`config.mk`:
```
export PLATFORM = sky130hd
export DESIGN_NAME = can_err_unread_filter
export DESIGN_NICKNAME = d
export VERILOG_FILES = /design/src/rtl/can_slice_pkg.sv /design/src/rtl/mailbox_id_store.sv /design/src/rtl/can_err_unread_filter.sv
export VERILOG_INCLUDE_DIRS = /design/src /design/src/rtl
export SDC_FILE = /design/constraint.sdc
export NUM_CORES = 1
export LEC_CHECK = 0
export BUFFER_PORTS_ARGS = -buffer_cell sky130_fd_sc_hd__buf_2
export CAP_MARGIN = 10
export CORE_MARGIN = 4
export CORE_UTILIZATION = 60
export CTS_BUF_LIST = sky130_fd_sc_hd__clkbuf_4
export CTS_CLUSTER_DIAMETER = 50
export DETAILED_ROUTE_END_ITERATION = 6
export GPL_ROUTABILITY_DRIVEN = 1
export GPL_TIMING_DRIVEN = 1
export PLACE_DENSITY = 0.77
export REMOVE_ABC_BUFFERS = 1
export SKIP_CTS_REPAIR_TIMING = 1
export SLEW_MARGIN = 20
export SYNTH_ARGS = -nofsm -noshare
export SYNTH_HDL_FRONTEND = slang
export SYNTH_SLANG_ARGS = --single-unit
```
`constraint.sdc`:
```
create_clock -name CLK -period 5.7 [get_ports CLK]
set_clock_uncertainty 0.1 [all_clocks]
set_input_delay 0.285 -clock CLK [delete_from_list [all_inputs] [get_ports CLK]]
set_output_delay 0.285 -clock CLK [all_outputs]
set_load 0.005 [all_outputs]
```
`src/rtl/can_slice_defs.svh`:
```
// register offsets, field positions and reset values of the can status and filter slice
// assumes a 16-bit register port addressed by word index
`ifndef CAN_SLICE_DEFS_SVH
`define CAN_SLICE_DEFS_SVH

`define OFS_RX_ERR_COUNT 8'h00
`define OFS_TX_ERR_COUNT 8'h01
`define OFS_UNREAD_FLAGS 8'h02
`define OFS_MASK_LOW 8'h03
`define OFS_MASK_HIGH 8'h04
`define OFS_MB0_ID_LOW 8'h05
`define OFS_MB0_ID_HIGH 8'h06
`define OFS_RX_PENDING 8'h07
`define OFS_IRQ_STATUS 8'h08
`define OFS_IRQ_MASK 8'h09
`define OFS_MB_SELECT 8'h0a
`define OFS_MB_ID_LOW 8'h0b
`define OFS_MB_ID_HIGH 8'h0c

`define MASK_HIGH_RSVD 16'h1c00
`define MB0_ID_HIGH_IDE_BIT 10
`define IRQ_BIT_UNREAD 0
`define IRQ_BIT_RX_MSG 1
`define IRQ_STATUS_BITS 16'h0003
`define IRQ_MASK_RESET 16'h0003
`define ERR_STEP_SMALL 8'h01
`define ERR_STEP_LARGE 8'h08
`define ERR_PASSIVE_LIMIT 8'h7f
`define REC_PASSIVE_RETURN 8'h77

`endif

```
`src/rtl/can_slice_pkg.sv`:
```
// types shared by the can status and filter slice
// assumes nothing beyond the defs header
`default_nettype none
package can_slice_pkg;
    typedef logic [15:0] word_t;
    typedef logic [28:0] can_id_t;
    typedef logic [3:0] mb_index_t;
    typedef logic [7:0] err_count_t;
endpackage
`default_nettype wire

```
`src/rtl/mailbox_id_store.sv`:
```
// sixteen-entry store of the last accepted identifier per mailbox
// assumes one write port and one read port on the same clock
`default_nettype none
module mailbox_id_store
    import can_slice_pkg::*;
(
    input wire logic clk,
    input wire logic wr_en,
    input wire mb_index_t wr_addr,
    input wire logic [31:0] wr_data,
    input wire mb_index_t rd_addr,
    output logic [31:0] rd_data
);
    logic [31:0] mem [0:15];

    // a new write simply replaces the old entry
    always_ff @(posedge clk) begin
        if (wr_en) begin
            mem[wr_addr] <= wr_data;
        end
        rd_data <= mem[rd_addr];
    end
endmodule
`default_nettype wire

```
`src/rtl/can_err_unread_filter.sv`:
```
// error counters, unread-overwrite flags and mailbox 0 acceptance mask of a can controller
// assumes the protocol engine reports error and success events as one-cycle pulses
// and reports each completed reception with its mailbox, identifier and format
//
// Added by the designer: the address-and-strobe port and the address map.
`include "can_slice_defs.svh"
`default_nettype none

module can_err_unread_filter
    import can_slice_pkg::*;
(
    input wire logic CLK,
    input wire logic RESET,
    input wire logic [7:0] ADDR,
    input wire word_t WDATA,
    input wire logic WR,
    input wire logic RD,
    output word_t RDATA,
    input wire logic RX_ERR,
    input wire logic RX_ERR_DOM,
    input wire logic RX_OK,
    input wire logic TX_ERR,
    input wire logic TX_OK,
    input wire logic RX_DONE,
    input wire mb_index_t RX_MB,
    input wire can_id_t RX_ID,
    input wire logic RX_IDE,
    output word_t RX_PENDING,
    output logic IRQ
);
    err_count_t rec_ff, nxt_rec, tec_ff, nxt_tec;
    word_t pend_ff, nxt_pend, ovw_ff, nxt_ovw;
    word_t mlow_ff, nxt_mlow, mhigh_ff, nxt_mhigh;
    word_t idlow_ff, nxt_idlow, idhigh_ff, nxt_idhigh;
    word_t ist_ff, nxt_ist, imask_ff, nxt_imask;
    mb_index_t sel_ff, nxt_sel;
    word_t rdata_ff, nxt_rdata;
    logic irq_ff, nxt_irq;
    can_id_t mask_id, ref_id, mask_eff;
    logic ref_ide, mb0_match, store_en, overwrite_evt;
    word_t store_hit, ovw_view, ovw_clear, pend_clear;
    logic [31:0] mem_q;

    // error counters with saturation at both ends
    function automatic err_count_t sat_add(err_count_t v, err_count_t s);
        logic [8:0] sum;
        sum = {1'b0, v} + {1'b0, s};
        return sum[8] ? 8'hff : sum[7:0];
    endfunction

    always_comb begin
        nxt_rec = rec_ff;
        nxt_tec = tec_ff;
        if (RX_ERR_DOM) begin
            nxt_rec = sat_add(rec_ff, `ERR_STEP_LARGE);
        end else if (RX_ERR) begin
            nxt_rec = sat_add(rec_ff, `ERR_STEP_SMALL);
        end else if (RX_OK && rec_ff > `ERR_PASSIVE_LIMIT) begin
            nxt_rec = `REC_PASSIVE_RETURN;
        end else if (RX_OK && rec_ff != 8'h00) begin
            nxt_rec = rec_ff - `ERR_STEP_SMALL;
        end
        if (TX_ERR) begin
            nxt_tec = sat_add(tec_ff, `ERR_STEP_LARGE);
        end else if (TX_OK && tec_ff != 8'h00) begin
            nxt_tec = tec_ff - `ERR_STEP_SMALL;
        end
    end

    always_ff @(posedge CLK or posedge RESET) begin
        if (RESET) begin
            rec_ff <= 8'h00;
            tec_ff <= 8'h00;
        end else begin
            rec_ff <= nxt_rec;
            tec_ff <= nxt_tec;
        end
    end

    // unscramble mask and reference identifier into plain id bit order
    assign mask_id = {mhigh_ff[7:0], mhigh_ff[15:13], mhigh_ff[9:8],
                      mlow_ff[7:0], mlow_ff[15:8]};
    assign ref_id = {idhigh_ff[7:0], idhigh_ff[15:13], idhigh_ff[9:8],
                     idlow_ff[7:0], idlow_ff[15:8]};
    assign ref_ide = idhigh_ff[`MB0_ID_HIGH_IDE_BIT];

    // mailbox 0 acceptance: masked bits are not compared
    always_comb begin
        mask_eff = RX_IDE ? mask_id : {mask_id[28:18], 18'h3ffff};
        mb0_match = (RX_IDE == ref_ide) && (((RX_ID ^ ref_id) & ~mask_eff) == 29'h0);
        store_en = RX_DONE && ((RX_MB != 4'h0) || mb0_match);
    end

    // software clears; only the unread-flag clear is remapped from register layout into mailbox order
    always_comb begin
        ovw_clear = 16'h0000;
        pend_clear = 16'h0000;
        if (WR && ADDR == `OFS_UNREAD_FLAGS) begin
            ovw_clear = {WDATA[7:0], WDATA[15:8]};
        end
        if (WR && ADDR == `OFS_RX_PENDING) begin
            pend_clear = WDATA;
        end
    end

    // per-mailbox pending and overwrite flags; a new event beats a same-cycle clear
    for (genvar i = 0; i < 16; i++) begin : g_mb
        assign store_hit[i] = store_en && (RX_MB == mb_index_t'(i));
        always_comb begin
            nxt_pend[i] = store_hit[i] | (pend_ff[i] & ~pend_clear[i]);
            nxt_ovw[i] = (store_hit[i] & pend_ff[i]) | (ovw_ff[i] & ~ovw_clear[i]);
        end
    end

    assign overwrite_evt = |(store_hit & pend_ff);
    assign ovw_view = {ovw_ff[7:0], ovw_ff[15:8]};

    always_ff @(posedge CLK or posedge RESET) begin
        if (RESET) begin
            pend_ff <= 16'h0000;
            ovw_ff <= 16'h0000;
        end else begin
            pend_ff <= nxt_pend;
            ovw_ff <= nxt_ovw;
        end
    end

    // identifier store; an overwrite replaces the old entry for good
    mailbox_id_store u_store (
        .clk(CLK),
        .wr_en(store_en),
        .wr_addr(RX_MB),
        .wr_data({1'b0, RX_IDE, 1'b0, RX_ID}),
        .rd_addr(sel_ff),
        .rd_data(mem_q)
    );

    // control registers and interrupt status
    always_comb begin
        nxt_mlow = mlow_ff;
        nxt_mhigh = mhigh_ff;
        nxt_idlow = idlow_ff;
        nxt_idhigh = idhigh_ff;
        nxt_imask = imask_ff;
        nxt_sel = sel_ff;
        nxt_ist = ist_ff;
        if (WR) begin
            unique case (ADDR)
                `OFS_MASK_LOW: nxt_mlow = WDATA;
                `OFS_MASK_HIGH: nxt_mhigh = WDATA & ~`MASK_HIGH_RSVD;
                `OFS_MB0_ID_LOW: nxt_idlow = WDATA;
                `OFS_MB0_ID_HIGH: nxt_idhigh = WDATA;
                `OFS_IRQ_MASK: nxt_imask = WDATA & `IRQ_STATUS_BITS;
                `OFS_MB_SELECT: nxt_sel = WDATA[3:0];
                `OFS_IRQ_STATUS: nxt_ist = ist_ff & ~WDATA;
                default: ;
            endcase
        end
        if (overwrite_evt) begin
            nxt_ist[`IRQ_BIT_UNREAD] = 1'b1;
        end
        if (store_en) begin
            nxt_ist[`IRQ_BIT_RX_MSG] = 1'b1;
        end
        nxt_irq = |(nxt_ist & ~nxt_imask);
    end

    always_ff @(posedge CLK or posedge RESET) begin
        if (RESET) begin
            mlow_ff <= 16'h0000;
            mhigh_ff <= 16'h0000;
            idlow_ff <= 16'h0000;
            idhigh_ff <= 16'h0000;
            imask_ff <= `IRQ_MASK_RESET;
            sel_ff <= 4'h0;
            ist_ff <= 16'h0000;
            irq_ff <= 1'b0;
        end else begin
            mlow_ff <= nxt_mlow;
            mhigh_ff <= nxt_mhigh;
            idlow_ff <= nxt_idlow;
            idhigh_ff <= nxt_idhigh;
            imask_ff <= nxt_imask;
            sel_ff <= nxt_sel;
            ist_ff <= nxt_ist;
            irq_ff <= nxt_irq;
        end
    end

    // read mux, registered; unmapped offsets read as zero
    always_comb begin
        nxt_rdata = 16'h0000;
        if (RD) begin
            unique case (ADDR)
                `OFS_RX_ERR_COUNT: nxt_rdata = {8'h00, rec_ff};
                `OFS_TX_ERR_COUNT: nxt_rdata = {8'h00, tec_ff};
                `OFS_UNREAD_FLAGS: nxt_rdata = ovw_view;
                `OFS_MASK_LOW: nxt_rdata = mlow_ff;
                `OFS_MASK_HIGH: nxt_rdata = mhigh_ff & ~`MASK_HIGH_RSVD;
                `OFS_MB0_ID_LOW: nxt_rdata = idlow_ff;
                `OFS_MB0_ID_HIGH: nxt_rdata = idhigh_ff;
                `OFS_RX_PENDING: nxt_rdata = pend_ff;
                `OFS_IRQ_STATUS: nxt_rdata = ist_ff;
                `OFS_IRQ_MASK: nxt_rdata = imask_ff;
                `OFS_MB_SELECT: nxt_rdata = {12'h000, sel_ff};
                `OFS_MB_ID_LOW: nxt_rdata = mem_q[15:0];
                `OFS_MB_ID_HIGH: nxt_rdata = mem_q[31:16];
                default: nxt_rdata = 16'h0000;
            endcase
        end
    end

    always_ff @(posedge CLK or posedge RESET) begin
        if (RESET) begin
            rdata_ff <= 16'h0000;
        end else begin
            rdata_ff <= nxt_rdata;
        end
    end

    assign RDATA = rdata_ff;
    assign RX_PENDING = pend_ff;
    assign IRQ = irq_ff;

    // checks on the behaviour above
    a_rec_step_up: assert property (@(posedge CLK) disable iff (RESET)
        RX_ERR && !RX_ERR_DOM && rec_ff < 8'hff |=> rec_ff == $past(rec_ff) + 8'h01)
        else $error("receive count did not step by one");
    a_tec_step_up: assert property (@(posedge CLK) disable iff (RESET)
        TX_ERR && tec_ff < 8'hf8 |=> tec_ff == $past(tec_ff) + 8'h08)
        else $error("transmit count did not step by eight");
    a_ovw_set_pend: assert property (@(posedge CLK) disable iff (RESET)
        store_en && pend_ff[RX_MB] |=> ovw_ff[$past(RX_MB)])
        else $error("overwrite flag missed");
    a_ovw_no_cause: assert property (@(posedge CLK) disable iff (RESET)
        $rose(ovw_ff[5]) |-> $past(store_en && RX_MB == 4'h5 && pend_ff[5]))
        else $error("overwrite flag set without cause");
    a_ovw_zero_write: assert property (@(posedge CLK) disable iff (RESET)
        WR && ADDR == `OFS_UNREAD_FLAGS && WDATA == 16'h0000 && ovw_ff != 16'h0000
        |=> ovw_ff != 16'h0000)
        else $error("writing zero cleared a flag");
    a_ovw_layout: assert property (@(posedge CLK) disable iff (RESET)
        RD && ADDR == `OFS_UNREAD_FLAGS |=> RDATA[15] == $past(ovw_ff[7]) &&
        RDATA[0] == $past(ovw_ff[8]))
        else $error("overwrite register layout wrong");
    a_mb0_exact: assert property (@(posedge CLK) disable iff (RESET)
        RX_DONE && RX_MB == 4'h0 && mask_id == 29'h0 && RX_IDE && ref_ide &&
        RX_ID != ref_id |=> !pend_ff[0] || $past(pend_ff[0]))
        else $error("unmasked mismatch accepted into mailbox 0");
    a_mask_rsvd: assert property (@(posedge CLK) disable iff (RESET)
        RD && ADDR == `OFS_MASK_HIGH |=> RDATA[12:10] == 3'h0)
        else $error("reserved mask bits read nonzero");
    a_pend_on_store: assert property (@(posedge CLK) disable iff (RESET)
        store_en |=> pend_ff[$past(RX_MB)] ##1 1'b1)
        else $error("pending flag not set on reception");
    a_irq_masked: assert property (@(posedge CLK) disable iff (RESET)
        imask_ff == `IRQ_STATUS_BITS && $past(imask_ff == `IRQ_STATUS_BITS) |-> !IRQ)
        else $error("masked interrupt reached output");
    a_std_ignores_ext: assert property (@(posedge CLK) disable iff (RESET)
        RX_DONE && RX_MB == 4'h0 && !RX_IDE && !ref_ide &&
        ((RX_ID ^ ref_id) & {mask_id[28:18] ^ 11'h7ff, 18'h0}) == 29'h0 |-> mb0_match)
        else $error("standard message rejected on extended bits");

    // counter steps, clear by a written one, interrupt level and mask bit placement
    a_rec_dom_step: assert property (@(posedge CLK) disable iff (RESET)
        RX_ERR_DOM && rec_ff < 8'hf8 |=> rec_ff == $past(rec_ff) + 8'h08)
        else $error("receive count did not step by eight");
    a_rec_passive_back: assert property (@(posedge CLK) disable iff (RESET)
        RX_OK && !RX_ERR && !RX_ERR_DOM && rec_ff > `ERR_PASSIVE_LIMIT |=> rec_ff == 8'h77)
        else $error("receive count did not return from passive");
    a_tec_step_down: assert property (@(posedge CLK) disable iff (RESET)
        TX_OK && !TX_ERR && tec_ff != 8'h00 |=> tec_ff == $past(tec_ff) - 8'h01)
        else $error("transmit count did not step down");
    a_ovw_one_clear: assert property (@(posedge CLK) disable iff (RESET)
        WR && ADDR == `OFS_UNREAD_FLAGS && WDATA[13] && !overwrite_evt |=> !ovw_ff[5])
        else $error("written one did not clear the flag");
    a_irq_unread_up: assert property (@(posedge CLK) disable iff (RESET)
        ist_ff[`IRQ_BIT_UNREAD] && !imask_ff[`IRQ_BIT_UNREAD] |-> IRQ)
        else $error("unmasked unread interrupt missing");
    a_mask_low_map: assert property (@(posedge CLK) disable iff (RESET)
        WR && ADDR == `OFS_MASK_LOW |=> mask_id[7:0] == $past(WDATA[15:8]) &&
        mask_id[15:8] == $past(WDATA[7:0]))
        else $error("low mask bits land on wrong identifier bits");
    a_mask_high_map: assert property (@(posedge CLK) disable iff (RESET)
        WR && ADDR == `OFS_MASK_HIGH |=> mask_id[28:21] == $past(WDATA[7:0]) &&
        mask_id[20:18] == $past(WDATA[15:13]) && mask_id[17:16] == $past(WDATA[9:8]))
        else $error("high mask bits land on wrong identifier bits");

    c_overwrite: cover property (@(posedge CLK) disable iff (RESET) overwrite_evt);
    c_mb0_masked: cover property (@(posedge CLK) disable iff (RESET)
        RX_DONE && RX_MB == 4'h0 && mb0_match && mask_id != 29'h0);
    c_irq_up: cover property (@(posedge CLK) disable iff (RESET) $rose(IRQ));
    c_set_beats_clear: cover property (@(posedge CLK) disable iff (RESET)
        overwrite_evt && WR && ADDR == `OFS_UNREAD_FLAGS);
endmodule
`default_nettype wire

```
==> metrics.md, run 1 <==
| Metric | Value |
|---|---|
| GR Util All Layers | `31.1%` |
| Unrepaired setup endpoints after global routing | `no` |
| Initial drt markers | `2133` |
| Clock slew at reported path FFs | `0.07 ns` |
| Layout cells sized above 1 | `34.6%` |
| Crit path buffers/inverters | `2` |
| Antenna-violating nets left | `0` |
| CP required | `6.45 ns` |
| Most common flop cell mapped by yosys | `edfxtp_1` |
| GRT overflow | `0` |
| Die Width | `221 microns` |
| CP top delay family | `buffers and inverters` |
| Period minus WS final | `3.27 ns` |
| Final setup vio count | `0` |
| Clk root buf | `clkbuf_4` |
| F_max | `306 MHz` |
| Final period util | `57.4%` |
| Max Buffers Root-to-Sink | `3` |
| Clock Sinks | `672` |
| CTS tree | `yes` |
| DP HPWL | `44800 microns` |
| Average cell area after synthesis | `17.9 sq um` |
| Worst-path fanout max | `9` |
| Power per cell area | `343 mW/mm^2` |
| Largest net degree at the start of global routing | `72` |
| Vias | `16400` |
| Setup CP Type | `flop to flop` |
| IO buf count | `100` |
| HP Class | `input pin to flop` |
| Failing checks | `design-rule violations` |
| Most frequent cells in the layout | `480 x edfxtp_1, 252 x clkbuf_4, 156 x dfrtp_1, 156 x mux4_2, 100 x buf_2` |
| CTS HTree Levels | `4` |
| Crit path cell chain | `ha_1, nand3_1, nand2b_1, nand2_1, o22ai_1, o32a_1, dlygate4sd3_1, o22a_1, dlygate4sd3_1` |
| GP Congestion | `1.06` |
| Max incr delay on CP | `0.64 ns` |
| Final Hold Viols | `0` |
| Mapped cell area | `0.0272 sq mm` |
| Number of global-route vias before repair | `16300` |
| Initial antenna violation count | `5` |
| IO Count | `101` |
| Worst-margin pin slew | `1.12 ns` |
| Setup_tns | `0 ns` |
| Clock Latency Late Sink | `0.99 ns` |
| Number of synthesized flops with an enable pin | `480` |
| CP Capture Type | `flop` |
| Critical-path top delay cell | `dfrtp_1` |
| Critical Path AT | `4.02 ns` |
| Synth Register Bits | `672` |
| Final worst slack | `2.43 ns` |
| Cell Rows | `77` |
| Sequential area share after synthesis | `70.2%` |
| Area Growth Syn to Fin | `15.7%` |
| Vias per cell | `6.44` |
| Startpoint types | `flop` |
| Critical path's most frequent cell | `dlygate4sd3_1` |
| DIE AREA | `0.0487 sq mm` |
| Final #Nets | `1891` |
| Ys Warns | `0` |
| Fill cell count | `2891` |
| Distinct cells, synth | `65` |
| Worst ir drop on vdd | `0.255 mV` |
| Drt pass-1 iters | `7` |
| PnR Total Power | `0.0108 W` |
| Status | `finished with violations` |
| Die Y | `221 microns` |
| Core area | `0.0445 sq mm` |
| Hold_ws | `0.118 ns` |
| Worst slack, placed | `2.25 ns` |
| Multi-input logic area | `0.00776 sq mm` |
| WL/cell | `29.0 microns` |
| Leak pwr | `11.3 nW` |
| First-pass GRT wire length | `107000 microns` |
| Syn Inst Count | `1520` |
| Total of max-cap violations | `0` |
| DRC viols | `4` |
| Async set or reset register ratio after synthesis | `24.1%` |
| Final wirelength | `73900 microns` |
| Slew Viols, Final | `0` |
| FF/Latch Area | `0.0191 sq mm` |
| Slew headroom | `25.2%` |
| Initial Util | `61.0%` |
| Commonest non-fill, non-tap cell in the layout | `edfxtp_1` |
| Total CTS buffers | `164` |
## where the power goes
group | internal [W] | leakage, nW | switching, W
Clock | 0.00220 | 1.31 | 0.00190
Combinational | 0.000432 | 3.34 | 0.000487
Sequential | 0.00546 | 6.67 | 0.000290
## state kept, by name, indices dropped and copies added (netlist names)
name             count
ist_ff              16
idlow_ff            16
mlow_ff             16
u_store.rd_data     30
rec_ff               8
mhigh_ff            13
tec_ff               8
RDATA               16
u_store.mem        480
RX_PENDING          16
ovw_ff              16
idhigh_ff           16
sel_ff               4
IRQ                  1
imask_ff            16
## worst paths after layout
path                                 from          end  slack [ns]  cells after the start
worst max-delay path            rec_ff[4]    rec_ff[7]        2.43                      9
worst min-delay path            WDATA[11]  mlow_ff[11]        0.12                      3
worst max register to register  rec_ff[4]    rec_ff[7]        2.43                      9
worst min register to register  ist_ff[8]    ist_ff[8]        0.39                      2
max in group asynchronous           RESET    sel_ff[1]        3.91                      5
min in group asynchronous           RESET    rec_ff[5]        0.31                      4
## per-stage QoR
| stage | area [sq um] | utilization [%] | instances |
|---|---|---|---|
| after CTS | 30600 | 68.8 | 2465 |
| after detailed placement | 28400 | 63.9 | 2163 |
| after floorplan | 26800 | - | 1441 |
| after global routing | 31400 | 70.6 | 2546 |
| final | 31400 | 70.6 | 2546 |
| after global placement | 28400 | 63.9 | 2163 |
## tightest hold or removal path: stages
cell           delay [ns]
dlygate4sd3_1        0.54
buf_2                0.18
mux2_2               0.17
## cells in the mapped netlist, types with 10 or more instances
library cell	n	share of area (%)
edfxtp_1	480	53
dfrtp_1	160	15
mux4_2	156	13
nand2_1	94	1.3
mux2_2	80	3.3
clkbuf_1	53	0.73
nor2_1	44	0.61
xnor2_1	34	1.1
a21oi_1	33	0.61
dfxtp_1	30	2.2
inv_1	29	0.40
a22o_1	24	0.77
a22oi_1	24	0.66
o21ai_0	24	0.44
a21o_1	21	0.58
o22ai_1	19	0.44
a221oi_1	18	0.58
mux2i_1	18	0.66
buf_2	12	0.22
buf_1	11	0.15
nor3_1	11	0.20
a21boi_0	10	0.28
## logic make-up (layout without fill, tap and decap cells)
logic type               after synthesis  count (layout)  share of synthesized area, %
flip-flops                           672             672                          70.2
AND/OR/NAND/NOR                      224             224                          3.95
AO/OA/AOI/OAI                        216             216                          5.65
adder cells (fa/ha/maj)                9               9                         0.415
multiplexers                         255             255                          17.0
other                                  0               4                             0
XOR/XNOR                              36              36                          1.16
buffers and inverters                108             538                          1.60
## per-layer routing
metal  routed length [microns]  GRT usage (%)  vias to the layer above
li1                          -              -                     6819
met1                     28400           43.1                     8371
met2                     35300           46.5                     1031
met3                      7510           10.6                      185
met4                      2630           12.0                        2
met5                         8              0                        -
## area by class of cell
type	instances	area share, %
Clock buffer	252	6.02
Timing Repair Buffer	207	4.84
Inverter	29	0.362
Multi-Input combinational cell	740	24.7
Sequential cell	672	60.7
Clock inverter	50	0.964
Antenna cell	4	0.0319
Tap cell	592	2.36
Note: power is estimated with default switching activity, not from simulation.
==> inputs of run 2 (changes only) <==
==> constraint.sdc (replaced) <==
create_clock -name CLK -period 3.43 [get_ports CLK]
set_clock_uncertainty 0.1 [all_clocks]
set_input_delay 0.1715 -clock CLK [delete_from_list [all_inputs] [get_ports CLK]]
set_output_delay 0.1715 -clock CLK [all_outputs]
set_load 0.005 [all_outputs]
==> run 2 against run 1 <==
  * The run now ends clean
  * Combinational power is 78% higher
  * Flip-flop and latch count did not move
  * Fmax is 3.8% higher
  * Cell count increased by 3.7%
==> metrics.md, run 2 (synthesized netlist as in run 1, its figures left out) <==
| Metric | Value |
|---|---|
| DP HPWL | `45800 microns (+2.2%)` |
| Leak pwr | `11.8 nW (+4.1%)` |
| Hold_ws | `0.0343 ns (-0.0837 ns)` |
| Slew headroom | `39.1% (+14 points)` |
| Drt pass-1 iters | `7 (unchanged)` |
| FF/Latch Area | `0.0191 sq mm (unchanged)` |
| Clock slew at reported path FFs | `0.06 ns (about the same)` |
| Unrepaired setup endpoints after global routing | `no` |
| Commonest non-fill, non-tap cell in the layout | `edfxtp_1` |
| HP Class | `input pin to flop` |
| Most frequent cells in the layout | `480 x edfxtp_1, 253 x clkbuf_4, 156 x dfrtp_1, 156 x mux4_2, 136 x dlygate4sd3_1` |
| Max Buffers Root-to-Sink | `3 (unchanged)` |
| Status | `finished clean` |
| Die Y | `221 microns (unchanged)` |
| CP Capture Type | `flop` |
| Total CTS buffers | `167 (+1.8%)` |
| Max incr delay on CP | `0.57 ns (-0.07 ns)` |
| Design area | `0.0324 sq mm (+3.1%)` |
| IO Count | `101 (unchanged)` |
| Multi-input logic area | `0.00776 sq mm (unchanged)` |
| IO buf count | `100 (unchanged)` |
| Die Width | `221 microns (unchanged)` |
| Layout cells sized above 1 | `34.8% (+0.22 points)` |
| Period minus WS final | `3.15 ns (-0.120 ns)` |
| Largest Register | `u_store.mem` |
| Final period util | `91.9% (+35 points)` |
| Final Hold Viols | `0 (unchanged)` |
| Clock Sinks | `672 (unchanged)` |
| Worst-path fanout max | `11 (+2)` |
| Clk root buf | `clkbuf_4` |
| Fill cell count | `2759 (-4.6%)` |
| Crit path cell chain | `nor4_1, nand3_1, a211oi_1, dlygate4sd3_1, buf_4, a21oi_1, o22a_1, dlygate4sd3_1` |
| Total of max-cap violations | `0 (unchanged)` |
| Power per cell area | `560 mW/mm^2 (+63%)` |
| Core area | `0.0445 sq mm (unchanged)` |
| Largest regs | `u_store.mem (480), u_store.rd_data (30)` |
| Flop2flop setup slack | `0.28 ns (-2.15 ns)` |
| GP Congestion | `1.02 (-4.0%)` |
| GRT overflow | `0 (unchanged)` |
| Cell Rows | `77 (unchanged)` |
| F_max | `317 MHz (+3.8%)` |
| Startpoint types | `flop` |
| Final wirelength | `75500 microns (+2.2%)` |
| Number of global-route vias before repair | `16600 (+2.1%)` |
| Area Growth Syn to Fin | `19.3%` |
| Largest net degree at the start of global routing | `78 (+8.3%)` |
| GR Util All Layers | `31.0% (about the same)` |
| Clock Latency Late Sink | `1.00 ns (about the same)` |
| Max reg flops | `480 (unchanged)` |
| Worst-margin pin slew | `0.909 ns (-0.212 ns)` |
| Final #Nets | `1978 (+4.6%)` |
| DIE AREA | `0.0487 sq mm (unchanged)` |
| Placed cell areas | `0.0288 sq mm (+1.1%)` |
| Setup CP Type | `flop to flop` |
| Worst ir drop on vdd | `0.447 mV (+75%)` |
| Slew Viols, Final | `0 (unchanged)` |
| CTS HTree Levels | `4 (unchanged)` |
| Critical-path top delay cell | `dlygate4sd3_1` |
| WL/cell | `28.6 microns (-1.4%)` |
| Initial drt markers | `2325 (+9.0%)` |
| Critical path's most frequent cell | `dlygate4sd3_1` |
| Antenna-violating nets left | `0 (unchanged)` |
| First-pass GRT wire length | `108000 microns (+0.45%)` |
| Vias | `16900 (+3.0%)` |
| Final setup vio count | `0 (unchanged)` |
| Initial Util | `61.0% (unchanged)` |
| CTS tree | `yes` |
| Critical Path AT | `3.89 ns (-0.13 ns)` |
| Crit path buffers/inverters | `3 (+1)` |
| DRC viols | `0 (-4)` |
| CP top delay family | `buffers and inverters` |
| CP required | `4.17 ns (-2.28 ns)` |
| Vias per cell | `6.41 (-0.60%)` |
| Initial antenna violation count | `3 (-2)` |
run 2: cell types whose count changed in the layout (fill, tap and decap cells not counted), sizes merged:
| cell | before | now |
|---|---|---|
| dlygate4sd3 | 77 | 136 |
| clkbuf | 252 | 253 |
| clkinv | 41 | 46 |
| buf | 130 | 155 |
| inv | 33 | 37 |
| diode | 4 | 3 |
run 2: metal layers:
metal	track usage (%)	vias up	part of all wire (%)
li1	-	6977	-
met1	42.5	8607	38
met2	47.4	1142	48
met3	8.79	178	9.8
met4	14.1	2	4.3
met5	0	-	0.017
run 2: final timing paths:
| check | startpoint | to | cells after the start |
|---|---|---|---|
| min in group asynchronous | RESET | RDATA[10] | 4 |
| min | RX_ID[10] | u_store.mem[10][10] | 2 |
| max reg2reg | rec_ff[5] | rec_ff[7] | 8 |
| max | rec_ff[5] | rec_ff[7] | 8 |
| max in group asynchronous | RESET | idhigh_ff[8] | 5 |
| min reg2reg | imask_ff[3] | imask_ff[3] | 2 |
run 2: layout make-up:
| class | instances | share of cell area (%) |
|---|---|---|
| diodes | 3 | 0.0232 |
| clock buffers | 253 | 5.87 |
| inverters | 29 | 0.352 |
| repair buffers | 291 | 7.49 |
| multi-input cells | 740 | 24.0 |
| clock inverters | 59 | 1.11 |
| well taps | 592 | 2.29 |
| flip-flops and latches | 672 | 58.9 |
run 2: through the flow:
step	worst slack (ns)	TNS, ns	utilization [%]	power (W)	std cells
CTS	0.773	0	69.7	0.0180	2500
global placement	0.765	0	64.6	0.0111	2188
floorplan	-2.57	-275.15	-	0.0104	1441
finish	0.277	0	72.8	0.0181	2639
global route	0.0608	0	72.8	0.0189	2639
detailed placement	0.708	0	64.6	0.0112	2188
run 2: worst register-to-register path, stage by stage, from the launching register on:
cell and delay [ns]:
dfrtp_1 0.53, nor4_1 0.53, nand3_1 0.12, a211oi_1 0.22, dlygate4sd3_1 0.57, buf_4 0.17
a21oi_1 0.06, o22a_1 0.17, dlygate4sd3_1 0.55
run 2: report_power, final:
part           internal, W  switching [W]  leakage [nW]
sequential         0.00907       0.000497          6.67
combinational     0.000786       0.000840          3.76
clock              0.00370        0.00325          1.36
